<file path="src/include/rtf_consts.vh">
// register offsets, field positions, reset values and timing counts for the tuning/rds flag block
`ifndef RTF_CONSTS_VH
`define RTF_CONSTS_VH
// register byte addresses
`define RTF_FLAG_ADDR 8'h00
`define RTF_MASK_ADDR 8'h04
`define RTF_CTRL_ADDR 8'h08
`define RTF_LEVEL_ADDR 8'h0C
`define RTF_STATUS_ADDR 8'h10
`define RTF_LAST_ADDR 8'h14
`define RTF_PREV_ADDR 8'h18
// flag / mask bit positions
`define RTF_B_LEVEL 0
`define RTF_B_TUNE 1
`define RTF_B_BAND 2
`define RTF_B_AVAIL 3
`define RTF_B_LOCK 4
// control field positions
`define RTF_C_THR_LO 0
`define RTF_C_HYS 2
`define RTF_C_MODE_LO 3
// status bit positions
`define RTF_S_OVF 0
`define RTF_S_SYNC 1
// data-available mode encodings
`define RTF_MODE_STD 2'h0
`define RTF_MODE_FAST 2'h1
`define RTF_MODE_HALF 2'h2
// reset values
`define RTF_CTRL_RST 5'h00
`define RTF_MASK_RST 5'h00
// timing: level period in ns, clock period in ns
`define RTF_LEVEL_PERIOD_NS 500000
`define RTF_CLK_NS 5
`define RTF_LEVEL_CYCLES (`RTF_LEVEL_PERIOD_NS / `RTF_CLK_NS)
// hysteresis offsets added to base threshold
`define RTF_HYS_SMALL 4'h1
`define RTF_HYS_LARGE 4'h2
// threshold setting that disables post-algorithm compare
`define RTF_THR_OFF 2'h3
`endif

</file>
<file path="src/design/rtf_flags.v">
// flag, interrupt and rds block hand-over logic with an ahb-lite register slave
// Function
// - level converted to 4 bits, readable over the bus
// - during tuning compare level with threshold field, flag when below
// - after algorithm use hysteresis threshold, compare every 500 us
// - hysteresis threshold from threshold field and hysteresis select bit
// - threshold setting 3 after search or preset makes compare threshold zero
// - level flag cleared by mask byte read and by tuning start
// - tune done flag set at algorithm finish, cleared by mask read
// - band end flag set at band end or lock fail, cleared by mask read
// - interrupt line only pulled low, when any unmasked flag set
// - standard mode: each block goes to registers, interrupt, avail flag
// - avail flag cleared by block register read, held until then
// - new block shifts last into previous, new into last
// - block shifted in while unread sets overflow bit
// - read while block buffered moves buffered block into last, clears overflow
// - reading last block register clears overflow
// - fast mode unsynced: avail flag withheld until A or C-prime block
// - two good blocks in valid order: sync bit set, interrupt raised
// - fast mode: no B block, next A or C-prime block flagged again
// - fast mode synced: every block sets avail flag and interrupt
// - halved mode: avail flag after every two new blocks
// - mask read clears all masks except lock-lost mask
// - repeated event on a set flag gives no further interrupt, except block avail events, which re-assert it
`timescale 1ns/10ps
`default_nettype none
`include "rtf_consts.vh"
module rtf_flags #(
    parameter LEVEL_CYCLES = `RTF_LEVEL_CYCLES,
    parameter BLK_W = 16
) (
    // clock and reset
    input wire hclk,
    input wire hresetn,
    // ahb-lite slave
    input wire hsel,
    input wire [7:0] haddr,
    input wire [1:0] htrans,
    input wire hwrite,
    input wire [2:0] hsize,
    input wire [31:0] hwdata,
    input wire hready,
    output reg [31:0] hrdata,
    output wire hreadyout,
    output wire hresp,
    // tuning engine events, same clock
    input wire tune_start,
    input wire tune_step,
    input wire tune_done,
    input wire tune_is_af,
    input wire band_end,
    input wire lock_fail,
    input wire [3:0] level_adc,
    // rds decoder, same clock
    input wire blk_valid,
    input wire [BLK_W-1:0] blk_data,
    input wire blk_is_a,
    input wire blk_is_b,
    input wire sync_good,
    input wire sync_lost,
    // open-drain interrupt line
    input wire irq_n_line_in,
    output wire irq_n_line_out,
    output wire irq_n_line_oe,
    // level conversion request to the adc
    output reg level_sample_q
);
    localparam CW = 24;
    // register map, one word each, low bits used
    //   0x00 flags: level, tune done, band end, block avail, lock lost
    //   0x04 masks, same bit order; read clears all but lock-lost mask
    //   0x08 control: threshold field, hysteresis select, avail mode
    //   0x0C last converted level
    //   0x10 status: overflow, sync, sampled line
    //   0x14 last block; read clears avail and overflow, loads buffer
    //   0x18 previous block; read clears avail
    // bus timing
    //   zero wait states, response always okay
    //   read data registered at the address phase edge
    //   writes and read side effects land at the data phase edge
    //   hsize ignored, whole words only
    // interrupt hazards
    //   line is open drain, only ever pulled low
    //   a flag already set gives no second assertion, except block avail events
    //   a mask read drops the line at once
    //   lock-lost mask survives that read, so sync loss stays visible
    // overflow handling
    //   block while avail set still shifts, overflow raised
    //   block while overflow set waits in a one-deep buffer
    //   last-block read then loads that buffer and clears overflow
    //   a further block while buffered overwrites the buffer
    // bus side
    reg ph_wr_q, ph_rd_q;
    reg [7:0] ph_addr_q;
    reg [4:0] flag_q, mask_q, ctrl_q;
    reg [3:0] level_q;
    reg sync_q, ovf_q, hys_mode_q, thr_zero_q, pend_q, half_cnt_q, fast_seen_a_q;
    reg [BLK_W-1:0] last_block_reg_q, previous_block_reg_q, pend_blk_q;
    reg [CW-1:0] tick_q;
    reg [4:0] flag_d;
    reg irq_q;
    wire acc = hsel & hready & htrans[1];
    wire rd_mask = ph_rd_q & (ph_addr_q == `RTF_MASK_ADDR);
    wire rd_last = ph_rd_q & (ph_addr_q == `RTF_LAST_ADDR);
    wire rd_prev = ph_rd_q & (ph_addr_q == `RTF_PREV_ADDR);
    wire rd_blk = rd_last | rd_prev;
    wire [1:0] mode = ctrl_q[`RTF_C_MODE_LO+1:`RTF_C_MODE_LO];
    wire [1:0] thr_fld = ctrl_q[`RTF_C_THR_LO+1:`RTF_C_THR_LO];
    wire tick = (tick_q == LEVEL_CYCLES - 1);

    // threshold value from field, optionally with hysteresis
    //   field scaled by four, so the 4-bit level spans all settings
    //   hysteresis adds a small or large step above the base
    //   result stays inside 4 bits for every field value
    function [3:0] thr_of;
        input [1:0] fld;
        input hys;
        input use_hys;
        reg [3:0] base;
        begin
            base = {fld, 2'h0};
            if (!use_hys) begin
                thr_of = base;
            end else if (hys) begin
                thr_of = base + `RTF_HYS_LARGE;
            end else begin
                thr_of = base + `RTF_HYS_SMALL;
            end
        end
    endfunction

    wire [3:0] thr_now = thr_zero_q ? 4'h0 : thr_of(thr_fld, ctrl_q[`RTF_C_HYS], hys_mode_q);
    wire level_low = level_adc < thr_now;
    // block arrives with a free slot when no overflow pending
    //   once overflow is up, the next block goes to the buffer instead
    //   keeps last and previous intact until the host catches up
    wire blk_shift = blk_valid & ~ovf_q;
    // avail qualification per mode
    reg avail_evt;
    always @* begin
        avail_evt = 1'b0;
        case (mode)
            `RTF_MODE_FAST: begin
                if (sync_q) begin
                    avail_evt = blk_shift;
                end else begin
                    avail_evt = blk_shift & blk_is_a;
                end
            end
            `RTF_MODE_HALF: avail_evt = blk_shift & half_cnt_q;
            default: avail_evt = blk_shift;
        endcase
        if (sync_good & ~sync_q) begin
            avail_evt = 1'b1;
        end
    end

    // flag next state: set wins over clear
    //   clears first, sets after, so an event in the clearing
    //   cycle is never lost
    //   lock-lost flag only set while its mask is on
    always @* begin
        flag_d = flag_q;
        if (rd_mask) begin
            flag_d[`RTF_B_LEVEL] = 1'b0;
            flag_d[`RTF_B_TUNE] = 1'b0;
            flag_d[`RTF_B_BAND] = 1'b0;
            flag_d[`RTF_B_LOCK] = 1'b0;
        end
        if (tune_start) begin
            flag_d[`RTF_B_LEVEL] = 1'b0;
        end
        if (rd_blk) begin
            flag_d[`RTF_B_AVAIL] = 1'b0;
        end
        if (level_sample_q & level_low) begin
            flag_d[`RTF_B_LEVEL] = 1'b1;
        end
        if (tune_done) begin
            flag_d[`RTF_B_TUNE] = 1'b1;
        end
        if (band_end | lock_fail) begin
            flag_d[`RTF_B_BAND] = 1'b1;
        end
        if (avail_evt) begin
            flag_d[`RTF_B_AVAIL] = 1'b1;
        end
        if (sync_lost & mask_q[`RTF_B_LOCK]) begin
            flag_d[`RTF_B_LOCK] = 1'b1;
        end
    end

    // ahb address phase capture
    //   remembers direction and address for the data phase
    //   address held between transfers, only qualifiers drop
    always @(posedge hclk or negedge hresetn) begin
        if (!hresetn) begin
            ph_wr_q <= 1'b0;
            ph_rd_q <= 1'b0;
            ph_addr_q <= 8'h00;
        end else begin
            ph_wr_q <= acc & hwrite;
            ph_rd_q <= acc & ~hwrite;
            ph_addr_q <= acc ? haddr : ph_addr_q;
        end
    end

    // control, mask and flag registers
    //   a mask write in the same cycle as a mask read takes priority
    //   control field written whole, no read side effects
    always @(posedge hclk or negedge hresetn) begin
        if (!hresetn) begin
            ctrl_q <= `RTF_CTRL_RST;
            mask_q <= `RTF_MASK_RST;
            flag_q <= 5'h00;
        end else begin
            flag_q <= flag_d;
            if (ph_wr_q & (ph_addr_q == `RTF_CTRL_ADDR)) begin
                ctrl_q <= hwdata[4:0];
            end
            if (ph_wr_q & (ph_addr_q == `RTF_MASK_ADDR)) begin
                mask_q <= hwdata[4:0];
            end else if (rd_mask) begin
                mask_q <= mask_q & (5'h01 << `RTF_B_LOCK);
            end
        end
    end

    // level sampling: tuning-time compare and periodic hysteresis compare
    //   a tuning step asks for one compare on the plain threshold
    //   after an algorithm the periodic tick takes over
    //   tuning start restarts the tick, first compare a full period away
    //   sample pulse lines up with the adc value of the same cycle
    always @(posedge hclk or negedge hresetn) begin
        if (!hresetn) begin
            hys_mode_q <= 1'b0;
            thr_zero_q <= 1'b0;
            tick_q <= {CW{1'b0}};
            level_sample_q <= 1'b0;
            level_q <= 4'h0;
        end else begin
            tick_q <= (tick | tune_start) ? {CW{1'b0}} : tick_q + 1'b1;
            level_sample_q <= tune_step | (hys_mode_q & tick);
            if (level_sample_q) begin
                level_q <= level_adc;
            end
            if (tune_start) begin
                hys_mode_q <= 1'b0;
                thr_zero_q <= 1'b0;
            end else if (tune_done) begin
                hys_mode_q <= 1'b1;
                thr_zero_q <= (thr_fld == `RTF_THR_OFF) & ~tune_is_af;
            end
        end
    end

    // rds block registers, overflow and sync
    //   buffered block load has priority over a block arriving then
    //   sync loss beats sync gain in the same cycle
    //   halved-rate counter only steps on shifted blocks
    always @(posedge hclk or negedge hresetn) begin
        if (!hresetn) begin
            last_block_reg_q <= {BLK_W{1'b0}};
            previous_block_reg_q <= {BLK_W{1'b0}};
            pend_blk_q <= {BLK_W{1'b0}};
            pend_q <= 1'b0;
            ovf_q <= 1'b0;
            sync_q <= 1'b0;
            half_cnt_q <= 1'b0;
            fast_seen_a_q <= 1'b0;
        end else begin
            if (sync_lost) begin
                sync_q <= 1'b0;
            end else if (sync_good) begin
                sync_q <= 1'b1;
            end
            fast_seen_a_q <= blk_valid ? blk_is_a : fast_seen_a_q;
            if (rd_last & pend_q) begin
                previous_block_reg_q <= last_block_reg_q;
                last_block_reg_q <= pend_blk_q;
                pend_q <= 1'b0;
                ovf_q <= 1'b0;
            end else if (blk_shift) begin
                previous_block_reg_q <= last_block_reg_q;
                last_block_reg_q <= blk_data;
                half_cnt_q <= ~half_cnt_q;
                if (flag_q[`RTF_B_AVAIL]) begin
                    ovf_q <= 1'b1;
                end
            end else if (blk_valid) begin
                pend_blk_q <= blk_data; // held in the one-deep buffer
                pend_q <= ovf_q;
                ovf_q <= 1'b1;
            end else if (rd_last) begin
                ovf_q <= 1'b0;
            end
        end
    end

    // interrupt: one assertion per flag rising, blocked while flag set
    //   each qualified avail event re-asserts while its mask is on, even while avail stays set
    //   line released once no unmasked flag remains
    //   enable output registered, no glitch on the shared line
    wire [4:0] flag_rise = flag_d & ~flag_q & mask_q;
    always @(posedge hclk or negedge hresetn) begin
        if (!hresetn) begin
            irq_q <= 1'b0;
        end else if (rd_mask) begin
            irq_q <= 1'b0;
        end else if ((|flag_rise) | (avail_evt & mask_q[`RTF_B_AVAIL])) begin
            irq_q <= 1'b1;
        end else if (~|(flag_q & mask_q)) begin
            irq_q <= 1'b0;
        end
    end
    assign irq_n_line_out = 1'b0;
    assign irq_n_line_oe = irq_q;

    // line pin synchroniser: three stages, change taken when last two agree
    //   reset to the pulled-up idle level, so no false low after reset
    reg [2:0] line_sync_q;
    reg line_seen_q;
    always @(posedge hclk or negedge hresetn) begin
        if (!hresetn) begin
            line_sync_q <= 3'h7;
            line_seen_q <= 1'b1;
        end else begin
            line_sync_q <= {line_sync_q[1:0], irq_n_line_in};
            if (line_sync_q[2] == line_sync_q[1]) begin
                line_seen_q <= line_sync_q[2];
            end
        end
    end

    // read data mux
    //   registered at the address phase, stands through the data phase
    //   unmapped addresses read as zero
    always @(posedge hclk or negedge hresetn) begin
        if (!hresetn) begin
            hrdata <= 32'h00000000;
        end else if (acc & ~hwrite) begin
            if (haddr == `RTF_FLAG_ADDR) begin
                hrdata <= {27'h0, flag_q};
            end else if (haddr == `RTF_MASK_ADDR) begin
                hrdata <= {27'h0, mask_q};
            end else if (haddr == `RTF_CTRL_ADDR) begin
                hrdata <= {27'h0, ctrl_q};
            end else if (haddr == `RTF_LEVEL_ADDR) begin
                hrdata <= {28'h0, level_q};
            end else if (haddr == `RTF_STATUS_ADDR) begin
                hrdata <= {29'h0, line_seen_q, sync_q, ovf_q};
            end else if (haddr == `RTF_LAST_ADDR) begin
                hrdata <= {{(32-BLK_W){1'b0}}, last_block_reg_q};
            end else if (haddr == `RTF_PREV_ADDR) begin
                hrdata <= {{(32-BLK_W){1'b0}}, previous_block_reg_q};
            end else begin
                hrdata <= 32'h00000000;
            end
        end
    end
    assign hreadyout = 1'b1;
    assign hresp = 1'b0;
endmodule // rtf_flags
`default_nettype wire

</file>
<file path="config.mk">
export PLATFORM = sky130hd
export DESIGN_NAME = rtf_flags
export DESIGN_NICKNAME = d
export VERILOG_FILES = /design/src/design/rtf_flags.v
export VERILOG_INCLUDE_DIRS = /design/src /design/src/include
export SDC_FILE = /design/constraint.sdc
export NUM_CORES = 1
export LEC_CHECK = 0
export BUFFER_PORTS_ARGS = -buffer_cell sky130_fd_sc_hd__clkbuf_2
export CAP_MARGIN = 10
export CORE_MARGIN = 2
export CORE_UTILIZATION = 55
export CTS_CLUSTER_SIZE = 30
export DETAILED_ROUTE_END_ITERATION = 10
export GPL_TIMING_DRIVEN = 0
export PLACE_DENSITY = 0.91
export SLEW_MARGIN = 15
export SYNTH_ARGS = -nofsm -noshare
export SYNTH_HDL_FRONTEND = slang
export SYNTH_SLANG_ARGS = --single-unit
</file>
<file path="constraint.sdc">
create_clock -name hclk -period 5.39 [get_ports hclk]
set_input_delay 0.539 -clock hclk [delete_from_list [all_inputs] [get_ports hclk]]
set_output_delay 0.539 -clock hclk [all_outputs]
set_load 0.02 [all_outputs]
</file>
; ---- Word-level counts from Yosys, hierarchy flattened
; Cells that the tools add are included.
; Widths: inputs -> output; s select.
[totals]
in_bits = 82
ff_bits = 145
output_inout_bits = 37
[classes]
n_lt_le_gt_ge = 1
n_reduce_logical = 13
add_sub_neg = 3
eq_ne = 18
mux = 46
bitwise_logic = 35
[op_table]
columns = cell, n
row1 = $mux 16, 11
row2 = $eq 8x5->1 const B, 5
row3 = $mux 1, 27
row4 = $add 24x1->24 const B, 1
row5 = $eq 24x17->1 const B, 1
row6 = $eq 8x4->1 const B, 3
row7 = $mux 24, 1
row8 = $and 1x1->1, 19
row9 = $eq 8x3->1 const B, 2
row10 = $mux 4, 4
row11 = $and 5x5->5, 3
row12 = $reduce_bool 2->1, 5
row13 = $reduce_or 5->1, 2
row14 = $logic_not 8->1, 1
row15 = $not 1->1, 7
row16 = $reduce_and 2->1, 3
row17 = $mux 5, 1
row18 = $not 5->5, 1
row19 = $or 1x1->1, 5
row20 = $add 4x1->4 const B, 1
row21 = $add 4x2->4 const B, 1
row22 = $eq 2x2->1 const B, 2
row23 = $lt 4x4->1, 1
row24 = $reduce_bool 4->1, 1
row25 = other kinds (8), 8

; ---- Depth between registers and ports, before layout
; Gate-level depths: netlist of run 1.
[logic_depth]
ltp_word = 13
depth_mapped = 8
depth_no_buf = 7

; ---- Least setup slack after synthesis of run 1
; Ideal clock, no wire load.
[synth_timing]
path_kind = flip-flop to flip-flop
from = register ph_addr_q[1]
to = register previous_block_reg_q[10]
path_stages_with_launch = 8
path_slack_ps = 3249
t_required_ps = 5265
period_less_slack_ps = 2141
n_path_buf = 2
setup_time_ps = 125
arrival_ps = 2016
path_cell_list = dfrtp_1 -> or4b_4 -> nor4_4 -> nand2_2 -> and2_1 -> buf_6 -> buf_6 -> mux2_4
[synth_between]
elab_chain_len = 4
[synth_rtl]
columns = element, line_no
row1 = "start, declared", rtf_flags.v:94  ; reg [7:0] ph_addr_q;
row2 = "start signal, assigned", rtf_flags.v:204  ; ph_addr_q <= acc ? haddr : ph_addr_q;
row3 = $eq 8x5->1 (no line) (*), -
row4 = $and 1x1->1 (*), rtf_flags.v:104  ; wire rd_last = ph_rd_q & (ph_addr_q == `RTF_LAST_ADDR);
row5 = $and 1x1->1 (*), rtf_flags.v:278  ; if (rd_last & pend_q) begin
row6 = $mux 16 / $reduce_bool 2->1 (equally long branches), -
row7 = "end signal, assigned", rtf_flags.v:264  ; previous_block_reg_q <= {BLK_W{1'b0}};
row8 = "end signal, assigned", rtf_flags.v:279  ; previous_block_reg_q <= last_block_reg_q;
row9 = "end signal, assigned", rtf_flags.v:284  ; previous_block_reg_q <= last_block_reg_q;
row10 = "end, declared", rtf_flags.v:98  ; reg [BLK_W-1:0] last_block_reg_q, previous_block_reg_q, pend_blk_q;
; Mark *: on every way between the ends. The rest lies on a longest branch, timed or not.
; A chain may end at the register's enable or synchronous reset.

; ---- Worst setup path after layout of run 1
[layout_timing]
from = register ph_addr_q[1]
to = register previous_block_reg_q[14]
; The elaborated chain is that of the path after synthesis.

==> results.cfg, run 1 <==
[yosys]
netlist_area_um2 = 6090
synth_warnings = 0
synth_async_sr_flop_share = 1.00
seq_area_frac_synth = 0.531
synth.area.top_cells = dfrtp_1 (51%), mux2_2 (7.0%), mux2i_1 (3.8%)
ys.flop_type = dfrtp_1
synth_top_area_frac = 0.514
synth_largest_area_cell = dfrtp_1
synth.distinct_cells = 59
synthTopCellsByCount = dfrtp_1 (125), nor2_1 (56), mux2_2 (38)
synth-edff-count = 0
yosysMostFrequentCell = dfrtp_1
synth_cells = 545
synth-seq-cells = 129
syn_area_per_cell_um2 = 11.2

[worst_setup_path]
worstSetupStartpointType = register
crit_chain = or4b_4 -> nor4_4 -> nand2_2 -> and2_1 -> buf_6 -> buf_6 -> mux2_4
cp-end-kind = register
critPathMaxStageDelay_ns = 0.59
crit_top_cell = buf_6
required_ns = 5.81
arrival_ns = 2.85
critical_path.top_delay_family = simple AND/OR/NAND/NOR gates
setup.worst_path.class = reg2reg
cp_max_fo = 10
path_buf_inv = 2
worst_path_max_delay_cell = or4b_4

[placement]
dpl-instance-area_um2 = 6700
gp_congestion = 0.926
io_buffers = 67
dp_hpwl_um = 9360
place_inst = 770

[grt]
grt_max_degree = 91
grtUsageTotal = 0.239
overflow = 0
grt_pass1_vias = 4467
antenna_found_initial = 0
grt_pass1_wl_um = 21600

[clocking]
clkSinkCount = 129
cts_tree = yes
clk_latency_ns = 0.53
h-tree-depth = 4
root_buffer = clkbuf_8
clockBufferDepth = 2
cts_buffers = 17
path_clk_slew_ns = 0.06

[detailed_routing]
wirelength_um = 13300
drt_iter0_drc = 355
via_per_inst = 5.67
num_vias = 4556
ant_nets = 0
drc = 0
wl_per_cell_um = 16.6
drt_first_pass_iters = 5

[power_and_ir_drop]
p_leak_nw = 3.46
p_total_mw = 2.49
ir_drop_mv = 0.228
p_per_area_nw_per_um2 = 341

[status]
status = completed

[finish]
fill_cells = 729
final_layout_size_suffix_gt1_frac = 0.270
nNetsFinal = 738
areaGrowthSynthToFinish_pct = 20.0
final_cell_area_um2 = 7300
final_core_utilization = 0.674
antennaDiodeCount = 0
layout.cells.non_filler = 803

[die]
initial_utilization = 0.561
dieArea_um2 = 11900
io_pins = 119
row_count = 38
die_y_um = 109
dieWidth_um = 109
core_um2 = 10800

[sta]
slew_headroom = 0.286
final-max-slew-violation-count = 0
rsz0062_at_grt = no
finalCritPeriodShare = 0.452
fmax_mhz = 410
clock_skew_ns = 0.00589
worstMarginPinSlew_ns = 1.06
setup_viol = 0
period_needed_ns = 2.44
hold_viol_final = 0
fin_setup_tns_ns = 0

[job]
max-cap-violations = 0

[worst_hold_path]
hp-class = in2reg
path summary, 6_finish.rpt:
| path | start | endpoint | slack, ns | cells past startpoint |
|---|---|---|---|---|
| setup / recovery | ph_addr_q[1] | previous_block_reg_q[14] | 2.95 | 7 |
| hold / removal | irq_n_line_in | line_sync_q[0] | 0.09 | 1 |
| setup reg to reg | ph_addr_q[1] | previous_block_reg_q[14] | 2.95 | 7 |
| hold reg to reg | line_sync_q[0] | line_sync_q[1] | 0.36 | 0 |
| max in group asynchronous | hresetn | ph_addr_q[1] | 4.19 | 3 |
| min in group asynchronous | hresetn | pend_blk_q[9] | 0.48 | 2 |
timing repair:
item	CTS	global route
buffers inserted	0	0
hold endpoints to repair	35	0
resized for setup	0	0
hold buffers	1	0
metal layers:
layer  global-route usage  routed length [um]
met3               0.0789                 903
met4                0.108                 354
met2                0.381                6500
met5                    0                   0
met1                0.298                5590
kinds of logic (layout without fill, tap and decap cells):
group / Yosys count / after routing / share of synthesized area
flip-flops: 129 / 129 / 0.531
AND/OR/NAND/NOR: 161 / 161 / 0.132
other: 2 / 19 / 0.00123
multiplexers: 71 / 71 / 0.133
XOR/XNOR: 24 / 24 / 0.0345
buffers and inverters: 54 / 155 / 0.0477
AO/OA/AOI/OAI: 97 / 97 / 0.107
adder cells (fa/ha/maj): 7 / 7 / 0.0140
stage by stage:
stage          hold WS (ns)  setup slack, ns
5_1_grt              0.0799             2.85
4_1_cts              0.0750             2.96
2_1_floorplan         0.243             3.25
3_3_place_gp          0.345             1.98
3_5_place_dp          0.348             3.03
6_report             0.0894             2.95
final cells by class:
class | count | area (um^2) | area share
multi-input combinational | 379 | 2630 | 0.360
sequential | 129 | 3230 | 0.443
buffer | 42 | 245 | 0.0336
clock buffer | 22 | 463 | 0.0634
tap | 140 | 175 | 0.0240
inverter | 12 | 45.0 | 0.00617
timing repair buffer | 69 | 382 | 0.0523
clock inverter | 10 | 133 | 0.0182
state kept, by name, indices dropped and copies added, names as in the netlist, 3 cells and up:
| name | cells |
|---|---|
| hrdata | 16 |
| line_sync_q | 3 |
| flag_q | 5 |
| previous_block_reg_q | 16 |
| last_block_reg_q | 16 |
| ph_addr_q | 8 |
| mask_q | 5 |
| pend_blk_q | 16 |
| ctrl_q | 5 |
| tick_q | 24 |
| level_q | 4 |
worst reg2reg max path, cell delays in order, from the launching register on:
cell	delay (ns)
dfrtp_1	0.41
or4b_4	0.59
nor4_4	0.30
nand2_2	0.19
and2_1	0.23
buf_6	0.14
buf_6	0.16
mux2_4	0.30
power breakdown:
| group | internal [mW] | total, mW | switching, mW |
|---|---|---|---|
| sequential | 1.05 | 1.11 | 0.0644 |
| combinational | 0.114 | 0.231 | 0.117 |
| clock | 0.737 | 1.15 | 0.408 |
| total | 1.90 | 2.49 | 0.590 |
cell usage in the layout (no fill, tap or decap), drive strengths merged, types with 3 or more instances in the layout:
cell type	n
dfrtp	125
clkbuf	107
nor2	56
mux2	48
nand2	38
a21oi	35
a22o	26
buf	25
mux2i	23
conb	19
xor2	16
o21ai	15
inv	12
nand2b	10
nand3	10
nor4	9
xnor2	8
nor3	7
nand4	7
ha	6
clkinv	4
dfstp	4
o41ai	3
nand3b	3
nor2b	3
o22ai	3
clkinvlp	3
bufinv	3
Power figures use the tool's default switching activity.
==> inputs of run 2 (changes only) <==
--- a/config.mk
+++ b/config.mk
@@ -9,11 +9,11 @@
 export BUFFER_PORTS_ARGS = -buffer_cell sky130_fd_sc_hd__clkbuf_2
 export CAP_MARGIN = 10
 export CORE_MARGIN = 2
-export CORE_UTILIZATION = 55
+export CORE_UTILIZATION = 50
 export CTS_CLUSTER_SIZE = 30
 export DETAILED_ROUTE_END_ITERATION = 10
 export GPL_TIMING_DRIVEN = 0
-export PLACE_DENSITY = 0.91
+export PLACE_DENSITY = 0.87
 export SLEW_MARGIN = 15
 export SYNTH_ARGS = -nofsm -noshare
 export SYNTH_HDL_FRONTEND = slang
==> constraint.sdc (replaced) <==
create_clock -name hclk -period 2.1 [get_ports hclk]
set_input_delay 0.21 -clock hclk [delete_from_list [all_inputs] [get_ports hclk]]
set_output_delay 0.21 -clock hclk [all_outputs]
set_load 0.02 [all_outputs]
==> results.cfg, run 2 (synthesis gave the netlist of run 1 again) <==
[finish]
final_layout_size_suffix_gt1_frac = 0.310
mostFrequentLayoutCell = dfrtp_1
layout_common_cells = dfrtp_1 (125), clkbuf_2 (68), nor2_1 (54), mux2_2 (38), nand2_1 (37)
antennaDiodeCount = 0
areaGrowthSynthToFinish_pct = 24.3
largest_reg_flops = 24
fill_cells = 825
nNetsFinal = 756
max_flop_register = tick_q
final_core_utilization = 0.632

[worst_hold_path]
hp-class = in2reg

[worst_setup_path]
worstSetupStartpointType = register
setup.worst_path.class = reg2reg
crit_chain = or4b_4 -> nor4_4 -> buf_4 -> nand2_4 -> and2_4 -> buf_12 -> mux2_4
cp_max_fo = 5
cp-end-kind = register
worst_path_max_delay_cell = or4b_4
required_ns = 2.39
critPathMaxStageDelay_ns = 0.56
path_buf_inv = 2
critical_path.top_delay_family = simple AND/OR/NAND/NOR gates
arrival_ns = 2.38

[sta]
hold_slack_ns = 0.0100
worstMarginPinSlew_ns = 0.705
clock_skew_ns = 0.00542
hold_viol_final = 0
finalCritPeriodShare = 0.993
final-max-slew-violation-count = 0
slew_headroom = 0.526
rsz0062_at_grt = yes
setup_viol = 0
fmax_mhz = 479
fin_setup_tns_ns = 0
period_needed_ns = 2.09
finalWorstSetupSlack_ns = 0.0144

[detailed_routing]
wirelength_um = 14100
num_vias = 4696
ant_nets = 0
drt_first_pass_iters = 5
via_per_inst = 5.67
drt_iter0_drc = 524
wl_per_cell_um = 17.0
drc = 0

[grt]
grt_pass1_wl_um = 23600
overflow = 0
grtUsageTotal = 0.230
grt_max_degree = 71
antenna_found_initial = 0
grt_pass1_vias = 4788

[power_and_ir_drop]
switchingPower_mw = 1.58
comb_power_share = 0.102
clkPwrFrac = 0.449
seq_power_share = 0.449
ir_drop_mv = 0.558
p_per_area_nw_per_um2 = 840
p_int_mw = 4.77
p_leak_nw = 3.58
switching_share = 0.249

[die]
row_count = 40
initial_utilization = 0.509
io_pins = 119
core_um2 = 12000
dieWidth_um = 114
dieArea_um2 = 13100
die_y_um = 114

[placement]
dp_hpwl_um = 9380
io_buffers = 67
gp_congestion = 0.858
place_ws_ns = -0.261

[clocking]
clk_latency_ns = 0.41
cts_buffers = 17
clkSinkCount = 129
path_clk_slew_ns = 0.06
h-tree-depth = 4
cts_tree = yes
root_buffer = clkbuf_16
clockBufferDepth = 2

[job]
max-cap-violations = 0

[status]
status = completed
run 2: cell count changes in the layout (fill, tap and decap cells not counted), sizes merged:
cell,previous run,this run
buf,25,42
bufinv,3,1
clkbuf,107,103
clkinv,4,3
clkinvlp,3,5
dlygate4sd3,1,5
inv,12,14
run 2: what timing repair did:
action	CTS	global route
pin swaps	2	3
hold endpoints to repair	62	0
setup endpoints to repair	54	72
setup buffers	13	1
hold buffers	5	0
cloned	2	0
gates resized for setup	18	15
run 2: power groups by stage:
stage | clock network (mW) | logic (mW) | registers [mW]
floorplan | 0 | 0.387 | 2.84
global placement | 0 | 0.548 | 2.87
detailed placement | 0 | 0.583 | 2.89
CTS | 2.88 | 0.634 | 2.84
global route | 3.01 | 0.716 | 2.88
finish | 2.85 | 0.648 | 2.86
run 2: final timing paths:
kind | start | endpoint | slack, ns | depth (start not counted)
min | sync_lost | sync_q | 0.01 | 2
max | ph_addr_q[1] | previous_block_reg_q[8] | 0.01 | 7
min reg2reg | line_sync_q[0] | line_sync_q[1] | 0.36 | 0
max in group asynchronous | hresetn | line_sync_q[1] | 1.04 | 3
min in group asynchronous | hresetn | ph_addr_q[7] | 0.34 | 2
max reg2reg | ph_addr_q[1] | previous_block_reg_q[8] | 0.01 | 7
run 2: metrics by stage:
step                      cell area (um^2)  std cells  power (mW)
after floorplan                       6160        562        3.23
final                                 7560        828        6.35
after global placement                6680        776        3.42
after global routing                  7560        828        6.60
after CTS                             7520        828        6.36
after detailed placement              6710        777        3.47
run 2: area by class of cell:
class,instances,area [um^2],share of cell area
Inverter,12,45.0,0.00596
Multi-Input combinational cell,379,2690,0.355
Sequential cell,129,3230,0.428
Buffer,40,256,0.0339
Clock buffer,21,480,0.0635
Tap cell,147,184,0.0243
Clock inverter,11,104,0.0137
Timing Repair Buffer,89,573,0.0758
run 2: per-layer routing:
metal	vias up	part of all wire	global-route usage
li1	2150	-	-
met1	2299	0.42	0.287
met2	208	0.49	0.377
met3	39	0.063	0.0566
met4	0	0.027	0.111
met5	-	0	0
